$ cat config.mk
export PLATFORM = sky130hd
export DESIGN_NAME = ptl_top
export DESIGN_NICKNAME = d
export VERILOG_FILES = /design/src/core/ptl_pkg.sv /design/src/core/ptl_fifo.sv /design/src/core/ptl_top.sv
export SDC_FILE = /design/constraint.sdc
export NUM_CORES = 1
export LEC_CHECK = 0
export BUFFER_PORTS_ARGS = -buffer_cell sky130_fd_sc_hd__buf_2
export CAP_MARGIN = 40
export CELL_PAD_IN_SITES_DETAIL_PLACEMENT = 1
export CELL_PAD_IN_SITES_GLOBAL_PLACEMENT = 1
export CORE_UTILIZATION = 50
export DETAILED_ROUTE_END_ITERATION = 10
export PLACE_DENSITY = 0.83
export SLEW_MARGIN = 20
export SYNTH_ARGS = -nofsm -noshare
export SYNTH_HDL_FRONTEND = slang
export SYNTH_SLANG_ARGS = --single-unit
$ cat constraint.sdc
create_clock -name clk -period 3.75 [get_ports clk]
set_input_delay 0.375 -clock clk [delete_from_list [all_inputs] [get_ports clk]]
set_output_delay 0.375 -clock clk [all_outputs]
set_load 0.05 [all_outputs]
$ cat src/core/ptl_pkg.sv
// Purpose: shared constants and types for the pattern test and loopback block
// Assumes: one clock, clk, at 20 MHz; synchronous active-low reset
// Notes:   widths fixed at documented values
package ptl_pkg;

  localparam logic [2:0]  TEST_SEL_PRBS    = 3'h4;
  localparam logic [19:0] T1_SEED          = 20'hFFFFF;
  localparam logic [14:0] E1_SEED          = 15'h7FFF;
  localparam int          T1_TAP_A         = 19;
  localparam int          T1_TAP_B         = 16;
  localparam int          E1_TAP_A         = 14;
  localparam int          E1_TAP_B         = 13;
  localparam logic [3:0]  ZERO_LIMIT       = 4'hE;
  localparam logic [6:0]  WINDOW_LAST      = 7'h7F;
  localparam logic [2:0]  LOCK_ERR_LIMIT   = 3'h4;
  localparam int          FIFO_WIDTH       = 2;
  localparam int          FIFO_DEPTH       = 16;

  typedef enum logic [2:0] {
    PTL_WRAP_NONE    = 3'h0,
    PTL_WRAP_ANALOG  = 3'h1,
    PTL_WRAP_REMOTE  = 3'h2,
    PTL_WRAP_DIGITAL = 3'h3,
    PTL_WRAP_DUAL    = 3'h4
  } ptl_wrap_t;

  typedef enum logic [1:0] {
    PTL_HUNT = 2'h0,
    PTL_LOCK = 2'h1
  } ptl_state_t;

  // dual-rail line symbol
  typedef struct packed {
    logic pos;
    logic neg;
  } ptl_rail_t;

endpackage : ptl_pkg

$ cat src/core/ptl_fifo.sv
// Purpose: small synchronous FIFO with valid/ready on both sides
// Assumes: single clock, synchronous active-low reset
// Notes:   depth must be a power of two
module ptl_fifo
  import ptl_pkg::*;
#(
  parameter int WIDTH = FIFO_WIDTH,
  parameter int DEPTH = FIFO_DEPTH
) (
  input  wire logic             clk,
  input  wire logic             resetn,
  input  wire logic [WIDTH-1:0] in_data,
  input  wire logic             in_valid,
  output logic                  in_ready,
  output logic      [WIDTH-1:0] out_data,
  output logic                  out_valid,
  input  wire logic             out_ready
);
  localparam int AW = $clog2(DEPTH);

  logic [WIDTH-1:0] mem_q [DEPTH];
  logic [AW:0]      wr_q, wr_d, rd_q, rd_d;
  logic             push, pop;

  assign in_ready  = (wr_q - rd_q) != (AW+1)'(DEPTH);
  assign out_valid = wr_q != rd_q;
  assign push      = in_valid && in_ready;
  assign pop       = out_valid && out_ready;
  assign out_data  = mem_q[rd_q[AW-1:0]];

  always_comb begin
    wr_d = push ? wr_q + 1'b1 : wr_q;
    rd_d = pop ? rd_q + 1'b1 : rd_q;
  end

  always_ff @(posedge clk) begin
    if (!resetn) begin
      wr_q <= '0;
      rd_q <= '0;
    end else begin
      wr_q <= wr_d;
      rd_q <= rd_d;
    end
    if (push) begin
      mem_q[wr_q[AW-1:0]] <= in_data;
    end
  end

endmodule : ptl_fifo

$ cat src/core/ptl_top.sv
// Purpose: pattern generator/checker, error insertion and loopback routing
// Assumes: clk is the transmit line clock domain; line inputs are asynchronous
// Notes:   recovered receive data arrives as dual-rail, one symbol per clk
//
// How it works
// - generator and checker run only when transmit test select is 100
// - T1 mode: 2^20-1 sequence, runs of zeros capped at fourteen
// - E1 mode: 2^15-1 sequence with inverted output
// - lock after fewer than four errors in a 128-bit window
// - once locked, each bit error drops lock status low one cycle
// - with enable set, every lock status edge raises the interrupt
// - each rise of insert bit error flips one generated bit
// - each rise of insert violation inserts one bipolar violation in pattern test or single-rail mode
// - insertion controls sampled on clock edges, rises found from samples
// - hardware mode: two pins pick none, analog, remote, digital
// - host mode: top bit 0 means no loopback
// - analog wrap feeds transmit line output into receiver input
// - analog wrap ignores line inputs, still transmits to line
// - remote wrap, attenuator on receive: post-attenuator data to transmit
// - remote wrap ignores transmit inputs, keeps receive outputs
// - remote wrap, attenuator on transmit: recovered data through it
// - digital wrap routes transmit data through attenuator to receive out
// - digital wrap ignores line data, still transmits to line
// - dual wrap sends recovered data to line bypassing attenuator
// - dual wrap sends transmit data via attenuator to receive outputs
module ptl_top
  import ptl_pkg::*;
(
  input  wire logic       clk,
  input  wire logic       resetn,
  input  wire logic       host_mode,
  input  wire logic [1:0] wrap_pins,
  input  wire logic [2:0] wrap_field,
  input  wire logic [2:0] transmit_test_select,
  input  wire logic       e1_mode,
  input  wire logic       single_rail,
  input  wire logic       atten_in_tx,
  input  wire logic       pattern_lock_irq_enable,
  input  wire logic       insert_bit_error,
  input  wire logic       insert_bipolar_violation,
  input  wire logic       tx_pos_in,
  input  wire logic       tx_neg_in,
  input  wire logic       rx_pos_line,
  input  wire logic       rx_neg_line,
  output logic            tx_line_positive,
  output logic            tx_line_negative,
  output logic            rx_positive_data_out,
  output logic            rx_negative_data_out,
  output logic            pattern_lock_status,
  output logic            irq,
  output logic            atten_full
);

  // input synchronisers
  logic [3:0] sync1_q, sync2_q;
  logic       ins_ber_q, ins_bpv_q;
  always_ff @(posedge clk) begin
    if (!resetn) begin
      sync1_q <= '0;
      sync2_q <= '0;
    end else begin
      sync1_q <= {insert_bit_error, insert_bipolar_violation, rx_pos_line, rx_neg_line};
      sync2_q <= sync1_q;
    end
  end

  logic ber_s, bpv_s, ber_rise, bpv_rise;
  ptl_rail_t line_rx;
  assign ber_s        = sync2_q[3];
  assign bpv_s        = sync2_q[2];
  assign line_rx.pos  = sync2_q[1];
  assign line_rx.neg  = sync2_q[0];
  assign ber_rise     = ber_s && !ins_ber_q;
  assign bpv_rise     = bpv_s && !ins_bpv_q;

  // loopback decode
  function automatic ptl_wrap_t wrap_decode(input logic hm, input logic [1:0] p,
                                            input logic [2:0] f);
    if (!hm) begin
      wrap_decode = ptl_wrap_t'({1'b0, p});
    end else if (!f[2]) begin
      wrap_decode = PTL_WRAP_NONE;
    end else if (f[1:0] == 2'h0) begin
      wrap_decode = PTL_WRAP_DUAL;
    end else begin
      wrap_decode = ptl_wrap_t'({1'b0, f[1:0]});
    end
  endfunction : wrap_decode

  ptl_wrap_t wrap;
  logic      prbs_on;
  assign wrap    = wrap_decode(host_mode, wrap_pins, wrap_field);
  assign prbs_on = host_mode && (transmit_test_select == TEST_SEL_PRBS);

  // generator
  logic [19:0] gen_q, gen_d;
  logic [3:0]  gz_q, gz_d;
  logic        gen_bit, gen_raw;
  logic        bpv_pend_q, bpv_pend_d;
  always_comb begin
    gen_d = gen_q;
    gz_d  = gz_q;
    if (e1_mode) begin
      gen_raw = gen_q[E1_TAP_A] ^ gen_q[E1_TAP_B];
      gen_d   = {5'h00, gen_q[13:0], gen_raw};
      gen_bit = !gen_raw;
    end else begin
      gen_raw = gen_q[T1_TAP_A] ^ gen_q[T1_TAP_B];
      gen_d   = {gen_q[18:0], gen_raw};
      gen_bit = gen_raw;
      if (!gen_raw && gz_q == ZERO_LIMIT) begin
        gen_bit = 1'b1;
      end
      gz_d = gen_bit ? 4'h0 : gz_q + 4'h1;
    end
    if (!prbs_on) begin
      gen_d = e1_mode ? {5'h00, E1_SEED} : T1_SEED;
      gz_d  = 4'h0;
    end
  end

  // transmit symbol with insertions
  ptl_rail_t tx_src, tx_sym;
  logic      tx_mark, last_pol_q, last_pol_d, bpv_now;
  always_comb begin
    tx_mark = prbs_on ? (gen_bit ^ (ber_rise)) : tx_pos_in;
    bpv_now = bpv_pend_q && (prbs_on || single_rail);
    bpv_pend_d = bpv_pend_q || bpv_rise;
    last_pol_d = last_pol_q;
    if (prbs_on || single_rail) begin
      tx_src.pos = tx_mark && (bpv_now ? last_pol_q : !last_pol_q);
      tx_src.neg = tx_mark && (bpv_now ? !last_pol_q : last_pol_q);
      if (tx_mark && !bpv_now) begin
        last_pol_d = !last_pol_q;
      end
    end else begin
      tx_src.pos = tx_pos_in;
      tx_src.neg = tx_neg_in;
    end
    if (bpv_now && tx_mark) begin
      bpv_pend_d = bpv_rise;
    end
  end

  // jitter attenuator buffer
  ptl_rail_t att_in, att_out, line_sel;
  logic      att_valid, att_ready;
  always_comb begin
    if (wrap == PTL_WRAP_REMOTE && atten_in_tx) begin
      att_in = line_rx;
    end else if (wrap == PTL_WRAP_DIGITAL || wrap == PTL_WRAP_DUAL || atten_in_tx) begin
      att_in = tx_src;
    end else begin
      att_in = (wrap == PTL_WRAP_ANALOG) ? tx_sym : line_rx;
    end
  end

  ptl_fifo #(.WIDTH(FIFO_WIDTH), .DEPTH(FIFO_DEPTH)) u_atten (
    .clk       (clk),
    .resetn    (resetn),
    .in_data   (att_in),
    .in_valid  (1'b1),
    .in_ready  (att_ready),
    .out_data  (att_out),
    .out_valid (att_valid),
    .out_ready (1'b1)
  );
  assign atten_full = !att_ready;

  ptl_rail_t att_o;
  assign att_o = att_valid ? att_out : '0;

  // transmit and receive routing
  ptl_rail_t rx_sym;
  always_comb begin
    case (wrap)
      PTL_WRAP_REMOTE: begin
        tx_sym = att_o;
        rx_sym = atten_in_tx ? line_rx : att_o;
      end
      PTL_WRAP_DUAL: begin
        tx_sym = line_rx;
        rx_sym = att_o;
      end
      PTL_WRAP_DIGITAL: begin
        tx_sym = tx_src;
        rx_sym = att_o;
      end
      PTL_WRAP_ANALOG: begin
        tx_sym = atten_in_tx ? att_o : tx_src;
        rx_sym = atten_in_tx ? tx_sym : att_o;
      end
      default: begin
        tx_sym = atten_in_tx ? att_o : tx_src;
        rx_sym = atten_in_tx ? line_rx : att_o;
      end
    endcase
    line_sel = rx_sym;
  end

  // checker
  ptl_state_t  st_q, st_d;
  logic [19:0] chk_q, chk_d;
  logic [6:0]  win_q, win_d;
  logic [2:0]  err_q, err_d;
  logic [3:0]  cz_q, cz_d;
  logic        lock_q, lock_d, rx_bit, exp_bit, err, irq_q, irq_d, chk_raw, fb_bit;
  always_comb begin
    rx_bit  = line_sel.pos || line_sel.neg;
    chk_raw = e1_mode ? (chk_q[E1_TAP_A] ^ chk_q[E1_TAP_B])
                      : (chk_q[T1_TAP_A] ^ chk_q[T1_TAP_B]);
    // t1 expects a forced mark after a capped zero run
    exp_bit = e1_mode ? !chk_raw : (chk_raw || cz_q == ZERO_LIMIT);
    err     = rx_bit != exp_bit;
    // once locked the reference runs free, so one bad bit counts once
    fb_bit  = (st_q == PTL_LOCK) ? chk_raw : (rx_bit ^ e1_mode);
    chk_d   = e1_mode ? {5'h00, chk_q[13:0], fb_bit} : {chk_q[18:0], fb_bit};
    cz_d    = (e1_mode || ((st_q == PTL_LOCK) ? exp_bit : rx_bit)) ? 4'h0 : cz_q + 4'h1;
    st_d    = st_q;
    win_d   = win_q + 7'h1;
    err_d   = (err_q == LOCK_ERR_LIMIT) ? err_q : err_q + {2'h0, err};
    lock_d  = 1'b0;
    case (st_q)
      PTL_HUNT: begin
        if (win_q == WINDOW_LAST) begin
          if (err_d < LOCK_ERR_LIMIT) begin
            st_d = PTL_LOCK;
          end
          win_d = 7'h0;
          err_d = 3'h0;
        end
      end
      PTL_LOCK: begin
        lock_d = !err;
        win_d  = 7'h0;
        err_d  = 3'h0;
      end
      default: begin
        st_d = PTL_HUNT;
      end
    endcase
    if (!prbs_on) begin
      st_d   = PTL_HUNT;
      cz_d   = 4'h0;
      win_d  = 7'h0;
      err_d  = 3'h0;
      lock_d = 1'b0;
    end
    irq_d = pattern_lock_irq_enable && (lock_d != lock_q);
  end

  always_ff @(posedge clk) begin
    if (!resetn) begin
      gen_q      <= T1_SEED;
      gz_q       <= 4'h0;
      ins_ber_q  <= 1'b0;
      ins_bpv_q  <= 1'b0;
      bpv_pend_q <= 1'b0;
      last_pol_q <= 1'b0;
      st_q       <= PTL_HUNT;
      chk_q      <= '0;
      cz_q       <= 4'h0;
      win_q      <= 7'h0;
      err_q      <= 3'h0;
      lock_q     <= 1'b0;
      irq_q      <= 1'b0;
      tx_line_positive     <= 1'b0;
      tx_line_negative     <= 1'b0;
      rx_positive_data_out <= 1'b0;
      rx_negative_data_out <= 1'b0;
    end else begin
      gen_q      <= gen_d;
      gz_q       <= gz_d;
      ins_ber_q  <= ber_s;
      ins_bpv_q  <= bpv_s;
      bpv_pend_q <= bpv_pend_d;
      last_pol_q <= last_pol_d;
      st_q       <= st_d;
      chk_q      <= chk_d;
      cz_q       <= cz_d;
      win_q      <= win_d;
      err_q      <= err_d;
      lock_q     <= lock_d;
      irq_q      <= irq_d;
      tx_line_positive     <= tx_sym.pos;
      tx_line_negative     <= tx_sym.neg;
      rx_positive_data_out <= rx_sym.pos;
      rx_negative_data_out <= rx_sym.neg;
    end
  end

  assign pattern_lock_status = lock_q;
  assign irq                 = irq_q;

endmodule : ptl_top

==> flow_metrics.env <==
export IMPL_syn_area_sq_um=4900
export IMPL_syn_avg_cell_area_sq_um=11.0
export IMPL_num_vias=3444
export IMPL_cp_top_family="simple AND/OR/NAND/NOR gates"
export IMPL_rsz0062_at_grt="no"
export IMPL_synthArstFlopShare_pct=0
export IMPL_numCtsBuffers=17
export IMPL_ir_worst_vdd_mv=0.364
export IMPL_cts_tree="yes"
export IMPL_grt_use_met2_pct=43.1
export IMPL_hold_buffers=0
export IMPL_drt_total_wl_mm=11.8
export IMPL_leakage_nw=2.23
export IMPL_core_sq_um=9370
export IMPL_dr_pass1_iters=4
export IMPL_crit_type="reg -> out"
export IMPL_final_area_sq_um=5750
export IMPL_cts_max_level=4
export IMPL_routed_via_density=5.57
export IMPL_dr_first_iter_drc_count=154
export IMPL_worstPathRequired_ns=3.38
export IMPL_setup_viol=0
export IMPL_hold_violations=0
export IMPL_ys_seq_area_share_pct=56.7
export IMPL_placed_cells=587
export IMPL_grt_pass1_wl_mm=19.5
export IMPL_clock_sinks=123
export IMPL_num_io_pins=28
export IMPL_insertion_delay_ns=0.52
export IMPL_use_met1_pct=32.3
export IMPL_post_cts_setup_buffers=0
export IMPL_fmax_mhz=294
export IMPL_syn_inst=446
export IMPL_place_hpwl_mm=7.85
export IMPL_clockBufferDepth=2
export IMPL_cp_max_fo=12
export IMPL_drv_slew=0
export IMPL_finClkSkew_ns=0.00870
export IMPL_post_route_period_util_pct=90.6
export IMPL_worstPathCellList="ha_1, xor2_1, nor4_1, o211ai_1, or3_1, inv_1, buf_2"
export IMPL_synth_cell_type_count=46
export IMPL_row_count=35
export IMPL_status="finished clean"
export IMPL_finalSetupTns_ns=0
export IMPL_slew_headroom_pct=47.6
export IMPL_busiest_layer="met2"
export IMPL_setup_ws_ns=0.351
export IMPL_die_area_sq_um=10200
export IMPL_hold_path_class="in -> reg"
export IMPL_cpPeakStageDelay_ns=0.56
export IMPL_final_core_util_pct=61.4
export IMPL_drv_cap=0
export IMPL_crit_path_end_kind="output pin"
export IMPL_antenna_cells=0
export IMPL_grt_max_degree=43
export IMPL_start_util_pct=52.3
export IMPL_whs_ns=0.0579
export IMPL_track_usage_pct=26.0
export IMPL_worstMarginPinSlew_ns=0.780
export IMPL_synth_enable_flop_cells=32
export IMPL_powerDensity_nw_per_um2=717
export IMPL_post_cts_resized=0
export IMPL_yosysTopAreaCell="dfxtp_1"
export IMPL_grt_pass1_vias=3720
export IMPL_power_mw=4.12
export IMPL_gp_routability_congestion=0.770
export IMPL_drtAntennaViolNets=0
export IMPL_synth_nets=483
export IMPL_clk_pin_slew_ns=0.06
export IMPL_grt_overflow_total=0
export IMPL_cp_arrival_ns=3.02
export IMPL_synthTopCellsByArea="dfxtp_1, edfxtp_1, ha_1, and2_1, nor2_1"
export IMPL_layout_min_cycle_time_ns=3.40
export IMPL_ys_seq_elements=123
export IMPL_cp_slowest_cell="or3_1"
export IMPL_wl_per_cell_um=19.1
export IMPL_synthToLayoutAreaGrowth_pct=17.4
export IMPL_fin_nets=514
export IMPL_yosysWarningCount=0
export IMPL_drive_gt1_share_pct=14.7
export IMPL_die_w_um=101
export IMPL_drc=0
export IMPL_yosysTopAreaCellShare_pct=37.2
export IMPL_ys_flop_type="dfxtp_1"
export IMPL_grt_antenna_before_repair=0
export IMPL_place_area_sq_um=5160
export IMPL_place_ws_ns=0.668
export IMPL_fin_cells=618
export IMPL_portBuffers=27
export IMPL_start_kind="register"
export IMPL_die_height_um=101
export IMPL_worst_path_buf_inv=2
export IMPL_use_met3_pct=5.89
export IMPL_cts_root_buf="clkbuf_8"
## worst paths after layout
path                                                    from                    end  slack [ns]  depth (start not counted)
worst max-delay path            u_atten.wr_q[3]$_SDFFE_PN0N_             atten_full        0.35                          7
worst min-delay path                             rx_neg_line  sync1_q[0]$_SDFF_PN0_        0.06                          2
worst max register to register                      register   st_q[0]$_SDFFE_PN0P_        0.61                         11
worst min register to register           gen_q[5]$_SDFF_PN1_    gen_q[6]$_SDFF_PN1_        0.41                          1
## cells in the final DEF, fill, tap and decap left out, types with 17 or more instances in the layout
cell type | Yosys | layout
a21oi_1 | 18 | 18
and2_1 | 28 | 28
buf_2 | 2 | 27
clkbuf_16 | 0 | 17
dfxtp_1 | 91 | 91
edfxtp_1 | 32 | 32
nand2_1 | 22 | 22
nor2_1 | 37 | 37
o21ai_0 | 18 | 18
or3_1 | 19 | 19
## cell families after synthesis
logic type,Yosys count,synth area share [%]
AND/OR/NAND/NOR,173,19.0
flip-flops,123,56.7
buffers and inverters,33,2.73
adder cells (fa/ha/maj),16,4.08
XOR/XNOR,22,3.93
multiplexers,15,5.41
AO/OA/AOI/OAI,64,8.14
## sequential cells by signal, summed over array words and instances (netlist names), 3 cells and up, named ones only
signal and flops:
u_atten.rd_q 5, u_atten.mem_q 32, cz_q 4, gz_q 4, sync1_q 4, win_q 7
err_q 3, u_atten.wr_q 5, sync2_q 4, chk_q 20, gen_q 20
## routing by layer
| metal | part of all wire, % | vias to the layer above |
|---|---|---|
| met2 | 50 | 75 |
| met4 | 2.2 | 0 |
| li1 | - | 1646 |
| met5 | 0 | - |
| met3 | 3.9 | 24 |
| met1 | 44 | 1699 |
## power breakdown
| part | internal [mW] | switching (mW) |
|---|---|---|
| combinational | 0.323 | 0.588 |
| sequential | 1.49 | 0.0929 |
| clock | 0.998 | 0.633 |
| total | 2.81 | 1.31 |
## layout make-up
class | count | area, sq um
Fill cell | 997 | 3620
Inverter | 13 | 48.8
Tap cell | 129 | 161
Multi-Input combinational cell | 290 | 1990
Timing Repair Buffer | 32 | 180
Clock buffer | 18 | 439
Sequential cell | 123 | 2780
Clock inverter | 13 | 155
## synth_stat cells, drive strengths merged (4+ instances only)
cell type and n:
edfxtp 32, a22oi 6, buf 4, nand2 22, clkbuf 16, dfxtp 91, nor4 5, ha 16
nor2 37, nor3 9, or3 19, nor2b 8, and3 16, xor2 10, mux4 8, xnor2 12
o2111ai 4, a21oi 18, nand3 14, inv 13, o211ai 4, and2 28, mux2i 7, o21ai 19
(Power assumes the default switching activity.)
